## src/hdl/frame_gate_pkg.sv

```systemverilog
// frame gate package: register map, reset values, field widths, carriers
// assumes one controller function per index, two functions in all
package frame_gate_pkg;

   localparam int num_functions = 2;
   localparam int offset_width = 8;
   localparam int psp_width = 14;
   localparam int lsc_width = 12;
   localparam int remaining_width = 14;
   localparam int frame_count_width = 16;

   // offsets inside each function's memory window
   localparam logic [offset_width-1:0] periodic_start_point_offset = 8'h40;
   localparam logic [offset_width-1:0] low_speed_commit_limit_offset = 8'h44;

   // values after reset
   localparam logic [psp_width-1:0] periodic_start_point_reset = 14'h0000;
   localparam logic [lsc_width-1:0] low_speed_commit_field_reset = 12'h628;
   localparam logic [remaining_width-1:0] remaining_reset = 14'h0000;
   localparam logic [frame_count_width-1:0] frame_count_reset = 16'h0000;
   localparam logic [31:0] read_data_reset = 32'h0000_0000;

   // register access request from the memory window decoder
   typedef struct packed {
      logic sel;
      logic func;
      logic write;
      logic [offset_width-1:0] offset;
      logic [31:0] wdata;
   } reg_req_t;

   // frame timing inputs of one function
   typedef struct packed {
      logic running;
      logic [remaining_width-1:0] interval_setting;
      logic async_busy;
      logic low_speed_request;
   } frame_in_t;

   // frame gate decisions of one function
   typedef struct packed {
      logic periodic_priority;
      logic periodic_grant;
      logic low_speed_start;
      logic low_speed_deferred;
      logic [remaining_width-1:0] remaining_bit_times;
      logic [frame_count_width-1:0] frame_count;
   } frame_out_t;

endpackage

```

## src/hdl/ohci_periodic_and_lowspeed_gate.sv

```systemverilog
// frame gate: periodic priority point and low-speed commit check per function
// assumes a decoder that strips the window base and hands offset, function and data
// assumes bit_tick_in pulses once per full-speed bit time, synchronous to sys_clk_in
`timescale 1ns/1ns

//
// Contract
// RULE_01 - periodic start value is 14 bits at 13..0, upper bits reserved.
// RULE_02 - hardware reset clears the periodic start value.
// RULE_03 - driver loads periodic start at init, about ten percent of interval.
// RULE_04 - at or below the start point, periodic work outranks control and bulk.
// RULE_05 - a control or bulk transaction in flight finishes before periodic starts.
// RULE_06 - a low-speed commit limit guards short low-speed packets before frame end.
// RULE_07 - remaining time is compared against the 12-bit limit before low-speed start.
// RULE_08 - low-speed starts only if remaining time is at least the limit.
// RULE_09 - driver picks the limit allowing for low-speed overhead.
// RULE_10 - the limit is meant to stay fixed though its bits are writable.
// RULE_11 - software writes reserved bits with their reset value.
// RULE_12 - each function decodes its own registers at offsets 40h and 44h.
// RULE_13 - frame count advances each time remaining time is reloaded.
// RULE_14 - remaining time counts bit times down and reloads at frame boundary.
module ohci_periodic_and_lowspeed_gate
   import frame_gate_pkg::*;
#(
   parameter int functions = num_functions
) (
   // clock, reset, enable
   input wire logic sys_clk_in,
   input wire logic rst_n_in,
   input wire logic clk_en_in,
   // register access
   input wire reg_req_t reg_req_in,
   output logic [31:0] reg_rdata_out,
   output logic reg_hit_out,
   // frame timing
   input wire logic bit_tick_in,
   input wire frame_in_t [functions-1:0] frame_in,
   output frame_out_t [functions-1:0] frame_out
);

   ////////////////////////////////////////////////////////////////////////////
   // per function registers and frame timing

   logic [functions-1:0][31:0] rd_word;
   logic [functions-1:0] rd_hit;

   genvar f;
   generate
      for (f = 0; f < functions; f++) begin : g_func
         logic [psp_width-1:0] psp_q;
         logic [lsc_width-1:0] lsc_q;
         logic [remaining_width-1:0] remaining_q;
         logic [frame_count_width-1:0] frame_q;
         logic due_q;
         logic grant_q;
         logic mine;
         logic hit_psp;
         logic hit_lsc;
         logic reload;
         logic reached;

         assign mine = reg_req_in.sel && (reg_req_in.func == 1'(f));
         // window decode
         always_comb begin
            hit_psp = 1'b0;
            hit_lsc = 1'b0;
            if (mine && reg_req_in.offset == periodic_start_point_offset) begin // RULE_12
               hit_psp = 1'b1;
            end else if (mine && reg_req_in.offset == low_speed_commit_limit_offset) begin
               hit_lsc = 1'b1;
            end
         end

         // reserved bits are not stored, so they always read back as zero
         always_ff @(posedge sys_clk_in or negedge rst_n_in) begin
            if (!rst_n_in) begin
               psp_q <= periodic_start_point_reset; // RULE_02
            end else if (clk_en_in && hit_psp && reg_req_in.write) begin
               psp_q <= reg_req_in.wdata[psp_width-1:0]; // RULE_01
            end
         end

         // writable so a driver can tune it, though in practice it stays fixed
         always_ff @(posedge sys_clk_in or negedge rst_n_in) begin
            if (!rst_n_in) begin
               lsc_q <= low_speed_commit_field_reset; // RULE_06
            end else if (clk_en_in && hit_lsc && reg_req_in.write) begin
               lsc_q <= reg_req_in.wdata[lsc_width-1:0]; // RULE_10
            end
         end

         always_comb begin
            rd_hit[f] = hit_psp | hit_lsc;
            rd_word[f] = 32'h0000_0000;
            if (hit_psp) begin
               rd_word[f] = {{(32-psp_width){1'b0}}, psp_q};
            end else if (hit_lsc) begin
               rd_word[f] = {{(32-lsc_width){1'b0}}, lsc_q};
            end
         end

         assign reload = frame_in[f].running && bit_tick_in && (remaining_q == remaining_reset);
         // a stopped function clears remaining to zero so the first running tick loads a full frame
         always_ff @(posedge sys_clk_in or negedge rst_n_in) begin
            if (!rst_n_in) begin
               remaining_q <= remaining_reset;
            end else if (clk_en_in) begin
               if (!frame_in[f].running) begin
                  remaining_q <= remaining_reset;
               end else if (reload) begin
                  remaining_q <= frame_in[f].interval_setting; // RULE_14
               end else if (bit_tick_in) begin
                  remaining_q <= remaining_q - 14'h0001; // RULE_14
               end
            end
         end

         always_ff @(posedge sys_clk_in or negedge rst_n_in) begin
            if (!rst_n_in) begin
               frame_q <= frame_count_reset;
            end else if (clk_en_in && reload) begin
               frame_q <= frame_q + 16'h0001; // RULE_13
            end
         end

         assign reached = frame_in[f].running && (remaining_q <= psp_q);
         // priority holds from the start point until the frame boundary
         always_ff @(posedge sys_clk_in or negedge rst_n_in) begin
            if (!rst_n_in) begin
               due_q <= 1'b0;
            end else if (clk_en_in) begin
               if (reload || !frame_in[f].running) begin
                  due_q <= 1'b0;
               end else if (reached) begin
                  due_q <= 1'b1; // RULE_04
               end
            end
         end

         // grant waits for the async transaction in flight, never cuts it short
         always_ff @(posedge sys_clk_in or negedge rst_n_in) begin
            if (!rst_n_in) begin
               grant_q <= 1'b0;
            end else if (clk_en_in) begin
               if (reload || !frame_in[f].running) begin
                  grant_q <= 1'b0;
               end else if (due_q && !frame_in[f].async_busy) begin
                  grant_q <= 1'b1; // RULE_05
               end
            end
         end

         always_comb begin
            frame_out[f].periodic_priority = due_q;
            frame_out[f].periodic_grant = grant_q;
            frame_out[f].remaining_bit_times = remaining_q;
            frame_out[f].frame_count = frame_q;
            frame_out[f].low_speed_start = 1'b0;
            frame_out[f].low_speed_deferred = 1'b0;
            if (frame_in[f].low_speed_request && frame_in[f].running) begin
               // compare against the low 12 bits only, upper limit bits are zero
               if (remaining_q >= {2'b00, lsc_q}) begin // RULE_07
                  frame_out[f].low_speed_start = 1'b1; // RULE_08
               end else begin
                  frame_out[f].low_speed_deferred = 1'b1; // RULE_08
               end
            end
         end
      end
   endgenerate

   ////////////////////////////////////////////////////////////////////////////
   // read data mux, registered

   logic [31:0] rdata_d;
   logic hit_d;

   always_comb begin
      rdata_d = 32'h0000_0000;
      hit_d = 1'b0;
      for (int i = 0; i < functions; i++) begin
         rdata_d = rdata_d | rd_word[i];
         hit_d = hit_d | rd_hit[i];
      end
   end

   // unmapped offsets answer zero with reg_hit_out low
   always_ff @(posedge sys_clk_in or negedge rst_n_in) begin
      if (!rst_n_in) begin
         reg_rdata_out <= read_data_reset;
         reg_hit_out <= 1'b0;
      end else if (clk_en_in) begin
         reg_rdata_out <= rdata_d;
         reg_hit_out <= hit_d && reg_req_in.sel;
      end
   end

endmodule

```

## config.mk

```make
export PLATFORM = sky130hd
export DESIGN_NAME = ohci_periodic_and_lowspeed_gate
export DESIGN_NICKNAME = d
export VERILOG_FILES = /design/src/hdl/frame_gate_pkg.sv /design/src/hdl/ohci_periodic_and_lowspeed_gate.sv
export SDC_FILE = /design/constraint.sdc
export NUM_CORES = 1
export LEC_CHECK = 0
export BUFFER_PORTS_ARGS = -buffer_cell sky130_fd_sc_hd__buf_2
export CORE_UTILIZATION = 30
export CTS_BUF_LIST = sky130_fd_sc_hd__clkbuf_2
export CTS_CLUSTER_SIZE = 25
export DETAILED_ROUTE_END_ITERATION = 6
export MAX_ROUTING_LAYER = met4
export PLACE_DENSITY = 0.61
export SLEW_MARGIN = 10
export SYNTH_ARGS = -nofsm -noshare
export SYNTH_HDL_FRONTEND = slang
export SYNTH_SLANG_ARGS = --single-unit
```

## constraint.sdc

```tcl
create_clock -name sys_clk_in -period 2.95 [get_ports sys_clk_in]
set_input_delay 0.4425 -clock sys_clk_in [delete_from_list [all_inputs] [get_ports sys_clk_in]]
set_output_delay 0.4425 -clock sys_clk_in [all_outputs]
set_load 0.01 [all_outputs]
```

### Word level (Yosys, flattened, before mapping)

Index checks and enable logic that the tools add are counted.
W data, S select, Z words.

* memories kept: 0
* output and inout port bits: 101
* ROM bits: 0
* bits in latches: 0
* memory bits (writable): 0
* flip-flop bits (word level): 149
* word-level logic and storage cells: 106
* input port bits: 81

* equal/unequal tests: 4
* mux-type cells: 30
* bitwise gates (word level): 5
* reductions and logical operators: 45
* add/sub/neg operators: 4
* shift operators: 0
* multipliers: 0
* order comparisons: 4
* divide/modulo/power cells: 0

Operator list (number)
* $mux W14: 7
* $add A16 B1 Y16 const B: 2
* $mux W32: 1
* $or A32 B32 Y32: 1
* $ge A14 B12 Y1: 2
* $le A14 B14 Y1: 2
* $logic_not A14 Y1: 2
* $sub A14 B1 Y14 const B: 2
* $logic_and A1 B1 Y1: 27
* $mux W12: 2
* $mux W1: 18
* $eq A8 B7 Y1 const B: 2
* $reduce_and A2 Y1: 6
* $reduce_bool A2 Y1: 4
* $ne A3 B2 Y1 const B: 2
* $logic_not A1 Y1: 4
* $mux W2: 2
* $or A1 B1 Y1: 3
* $logic_or A1 B1 Y1: 2
* $not A1 Y1: 1

### Depth between registers and ports, before layout

* word-level depth: 8
* gate-level depth with buffers: 9

### Worst setup path before layout

OpenSTA, ideal clock, no wires.

* path kind: reg-to-output
* start: register g_func[0].remaining_q[7]
* end: output port frame_out[30] (netlist bit)
* path buffers: 0
* path slack: 0.628 ns
* arrival: 1.880 ns
* stages on the path, launching flop included: 7
* path through: dfrtp_1 > ha_1 > a21o_1 > a21o_1 > a211oi_1 > nand4_1 > o21ai_0

RTL lines
* from (decl): line ohci_periodic_and_lowspeed_gate.sv:52 `logic [remaining_width-1:0] remaining_q;`
* from (signal assigned): line ohci_periodic_and_lowspeed_gate.sv:106 `remaining_q <= remaining_reset;`
* from (signal assigned): line ohci_periodic_and_lowspeed_gate.sv:109 `remaining_q <= remaining_reset;`
* from (signal assigned): line ohci_periodic_and_lowspeed_gate.sv:111 `remaining_q <= frame_in[f].interval_setting;`
* to (decl): line ohci_periodic_and_lowspeed_gate.sv:38 `output frame_out_t [functions-1:0] frame_out`

==> out/summary.log <==
qor: logic_synthesis.synth-seq-cells 131
qor: clocking.clock_latency_late_sink 750 ps
qor: setup_path.crit_path_max_incr_delay 510 ps
qor: placed_design.port_buffers 145
qor: power.p_leak 4.966 nW
qor: drt.drt_iter0_markers 564
qor: layout.most-common-layout-cells sky130_fd_sc_hd__buf_2 (142), sky130_fd_sc_hd__dfrtp_1 (119), sky130_fd_sc_hd__nand2_1 (78)
qor: clocking.clkSlewWorstSetupHoldPaths 220 ps
qor: drt.drcViolationCount 0
qor: power.vdd_drop_max 0.3516 mV
qor: layout.mostFrequentLayoutCell sky130_fd_sc_hd__buf_2
qor: logic_synthesis.post_synth_and_or_nand_nor_area_fraction 0.1654
qor: sta.fin_crit_sh 1.029
qor: logic_synthesis.synth_top_area_frac 0.3908
qor: grt.globalRouteOverflowTotal 0
qor: logic_synthesis.synth.area.mux_share 0.06117
qor: setup_path.critical_path_class reg2out
qor: layout.drive_above_1_share 0.2622
qor: grt.number_of_antenna_violations_at_the_first_check_in_global_routing 0
qor: clocking.clockBufferDepth 2
qor: grt.global_route.usage.met3 0.03056
qor: sta.tightestPinTransition 809.7 ps
qor: sta.max_freq 329.3 MHz
qor: clocking.clock_tree.htree_level_count 4
qor: grt.global_route_met2_utilization 0.2718
qor: grt.groute.layer.met1.usage 0.2439
qor: setup_path.startpoint_type flip-flop
qor: setup_path.timing.critical_path.to_type output pin
qor: sta.final_hold_violations 0
qor: setup_path.critical-path-top-delay-family compound AO/OA/AOI/OAI gates
qor: setup_path.critical_path.cell_chain ha_1, a21o_1, a21o_1, a211oi_2, buf_4, o22ai_2, a21o_1, buf_6
qor: logic_synthesis.ys_seq_area_frac 0.4175
qor: logic_synthesis.post_synthesis_xor_xnor_area_fraction 0.03559
qor: placed_design.dpl.hpwl 16720 um
qor: power.power.total 5.331 mW
qor: placed_design.dpl_cell_area 9011 um^2
qor: hold_path.worstHoldPathType in2reg
qor: grt.busiest_layer met2
qor: grt.first_global_vias 6665
qor: setup_path.required 2510 ps
qor: grt.grt_first_pass_wirelength 35940 um
qor: logic_synthesis.yosysWarnings 0
qor: placed_design.gpl.final_weighted_congestion 0.9070
qor: grt.grt_max_degree 52
qor: logic_synthesis.syn_area_per_cell 9.265 um^2
qor: die.core_area 25470 um^2
qor: drt.dr.pass1.iters 5
qor: setup_path.wp_buf_inv 2
qor: setup_path.crit_top_cell sky130_fd_sc_hd__a21o_1
qor: layout.area_delta_synth_final 23.94%
qor: drt.via_count 7016
qor: clocking.ctsRootBufferMaster sky130_fd_sc_hd__clkbuf_2
qor: drt.ant_nets 0
qor: sta.grt_setup_unrepaired true
qor: die.std_cell_rows 58
qor: die.fp.dieArea 26900 um^2
qor: drt.routed_wire_length_per_instance 16.30 um
qor: die.initial_utilization 0.3092
qor: run_status.violations setup timing
qor: clocking.cts_tree done
qor: sta.report.final.slew_viol_count 0
qor: logic_synthesis.synth_area_in_adders 0.09215
qor: clocking.numCtsBuffers 17
qor: die.die_h 164.0 um
qor: layout.post_layout_instance_area 9761 um^2
qor: sta.timing.clock.skew 39.69 ps
qor: layout.final_net_count 1190
qor: logic_synthesis.number_of_synthesized_flops_with_an_enable_pin 0
qor: setup_path.critical_path.slowest_cell sky130_fd_sc_hd__dfrtp_2
qor: logic_synthesis.yosys-top-cells-area sky130_fd_sc_hd__dfrtp_1 (39%), sky130_fd_sc_hd__ha_1 (9.2%), sky130_fd_sc_hd__o21ai_0 (4.5%)
qor: drt.totalWireLength 22750 um
qor: logic_synthesis.postSynth.topFlopCell sky130_fd_sc_hd__dfrtp_1
qor: placed_design.place.detailed.instances 1316
qor: sta.fin_worst_hold_slack 34.54 ps
qor: logic_synthesis.netlist_area 7875 um^2
qor: layout.post-route-util 0.3832
qor: logic_synthesis.synth_async_sr_flop_share 1.000
qor: layout.number_of_filler_cells_placed_in_the_layout 2590
qor: logic_synthesis.synthDominantAreaCellType sky130_fd_sc_hd__dfrtp_1
qor: run_status.outcome complete, but fails checks
qor: logic_synthesis.share_of_the_synthesized_area_in_compound_gates_ao_oa_aoi_oai 0.1565
qor: setup_path.worst-path-max-fanout 5
qor: grt.grt_util_all_layers 0.1781
qor: die.chipWidth 164.0 um
qor: logic_synthesis.synth.distinct_cells 66
qor: layout.stdcell_count 1396
qor: job.max-cap-violations 0
qor: sta.postLayoutSetupSlackWorst -86.42 ps
qor: sta.worst_slew_margin_rel 0.4566
qor: power.power_density 546.2 nW/um^2
qor: die.io_pins 182
qor: setup_path.arrival 2590 ps
qor: drt.viasPerCell 5.026
qor: sta.layout_min_cycle_time 3036 ps
qor: logic_synthesis.main_combinational_cell_family_by_area_after_synthesis simple AND/OR/NAND/NOR gates
qor: sta.setup_viol 2
qor: clocking.clock_sink_count 131
qor: logic_synthesis.syn-instance-count 850
-- power by group --
part	internal, mW	total (mW)	switching, mW
logic	0.866	2.03	1.16
registers	1.96	2.21	0.251
clock network	0.325	1.10	0.773
total	3.15	5.33	2.19
-- cells in the mapped netlist (22+ instances only) --
| master | instances |
|---|---|
| sky130_fd_sc_hd__nor2_1 | 46 |
| sky130_fd_sc_hd__ha_1 | 58 |
| sky130_fd_sc_hd__dfrtp_1 | 123 |
| sky130_fd_sc_hd__mux2_2 | 29 |
| sky130_fd_sc_hd__nand2_1 | 78 |
| sky130_fd_sc_hd__o21ai_0 | 71 |
| sky130_fd_sc_hd__a21oi_1 | 60 |
| sky130_fd_sc_hd__clkbuf_1 | 23 |
| sky130_fd_sc_hd__inv_1 | 71 |
| sky130_fd_sc_hd__buf_4 | 22 |
| sky130_fd_sc_hd__nand3_1 | 27 |
| sky130_fd_sc_hd__nor3_1 | 22 |
-- area by class of cell --
class	count	area, um^2	area share
Antenna cell	2	5.005	0.0005128
Clock buffer	19	95.09	0.009742
Clock inverter	13	127.6	0.01308
Inverter	71	266.5	0.02730
Multi-Input combinational cell	613	4151	0.4253
Sequential cell	131	3293	0.3374
Tap cell	330	412.9	0.04230
Timing Repair Buffer	217	1409	0.1443
-- what timing repair did --
| item | CTS | global route |
|---|---|---|
| setup buffers | 3 | 2 |
| gates cloned | 0 | 0 |
| hold buffers | 41 | 0 |
| hold endpoints to repair | 113 | 0 |
| pin swaps | 12 | 4 |
| resized for setup | 13 | 9 |
| endpoints found under the setup margin | 4 | 4 |
-- layer usage --
metal  wire length (um)  up-vias
met5                  0        -
met4                281        0
met3               1444       27
met2              10410      256
met1              10610     3337
li1                   -     3396
-- worst register-to-register path: stages (launching register included) --
cell,delay [ps]
sky130_fd_sc_hd__dfrtp_2,530
sky130_fd_sc_hd__or4_4,590
sky130_fd_sc_hd__nor4_4,530
sky130_fd_sc_hd__a21oi_1,260
sky130_fd_sc_hd__nor2_2,340
sky130_fd_sc_hd__o22ai_1,120
-- logic make-up (layout without fill, tap and decap cells) --
| family | count (synthesis) | count (layout) |
|---|---|---|
| adders and majority gates | 58 | 58 |
| buffers and inverters | 123 | 320 |
| muxes | 42 | 42 |
| DFF | 131 | 131 |
| AOI/OAI and AO/OA | 208 | 208 |
| other | 1 | 20 |
| and+or+nand+nor | 255 | 255 |
| xor gates and xnor gates | 32 | 32 |
-- sequential cells by signal, indices dropped and copies added (netlist names) --
name,count
reg_rdata_out,14
g_func.remaining_q,28
g_func.lsc_q,24
g_func.psp_q,28
reg_hit_out,1
g_func.frame_q,32
g_func.grant_q,2
g_func.due_q,2
-- final timing paths --
check | from | end | slack, ps | depth (start not counted)
min in group asynchronous | rst_n_in | g_func[0].frame_q[15]$_DFFE_PN0P_ | 220 | 2
worst min register to register | g_func[0].frame_q[15]$_DFFE_PN0P_ | g_func[0].frame_q[15]$_DFFE_PN0P_ | 480 | 1
worst max-delay path | g_func[0].remaining_q[6]$_DFFE_PN0P_ | frame_out[31] | -90 | 8
worst max register to register | g_func[1].remaining_q[10]$_DFFE_PN0P_ | g_func[1].remaining_q[5]$_DFFE_PN0P_ | 480 | 5
worst min-delay path | frame_in[8] | g_func[0].remaining_q[6]$_DFFE_PN0P_ | 30 | 3
max in group asynchronous | rst_n_in | g_func[0].lsc_q[3]$_DFFE_PN1P_ | 1850 | 3
-- metrics by stage --
| step | worst slack [ps] | setup TNS (ps) |
|---|---|---|
| after global routing | -221.4 | -679.2 |
| after floorplan | 627.9 | 0 |
| after CTS | -107.7 | -168.7 |
| final | -86.42 | -123.5 |
| after detailed placement | 471.6 | 0 |
| after global placement | 489.1 | 0 |
Note: power is estimated with default switching activity, not from simulation.
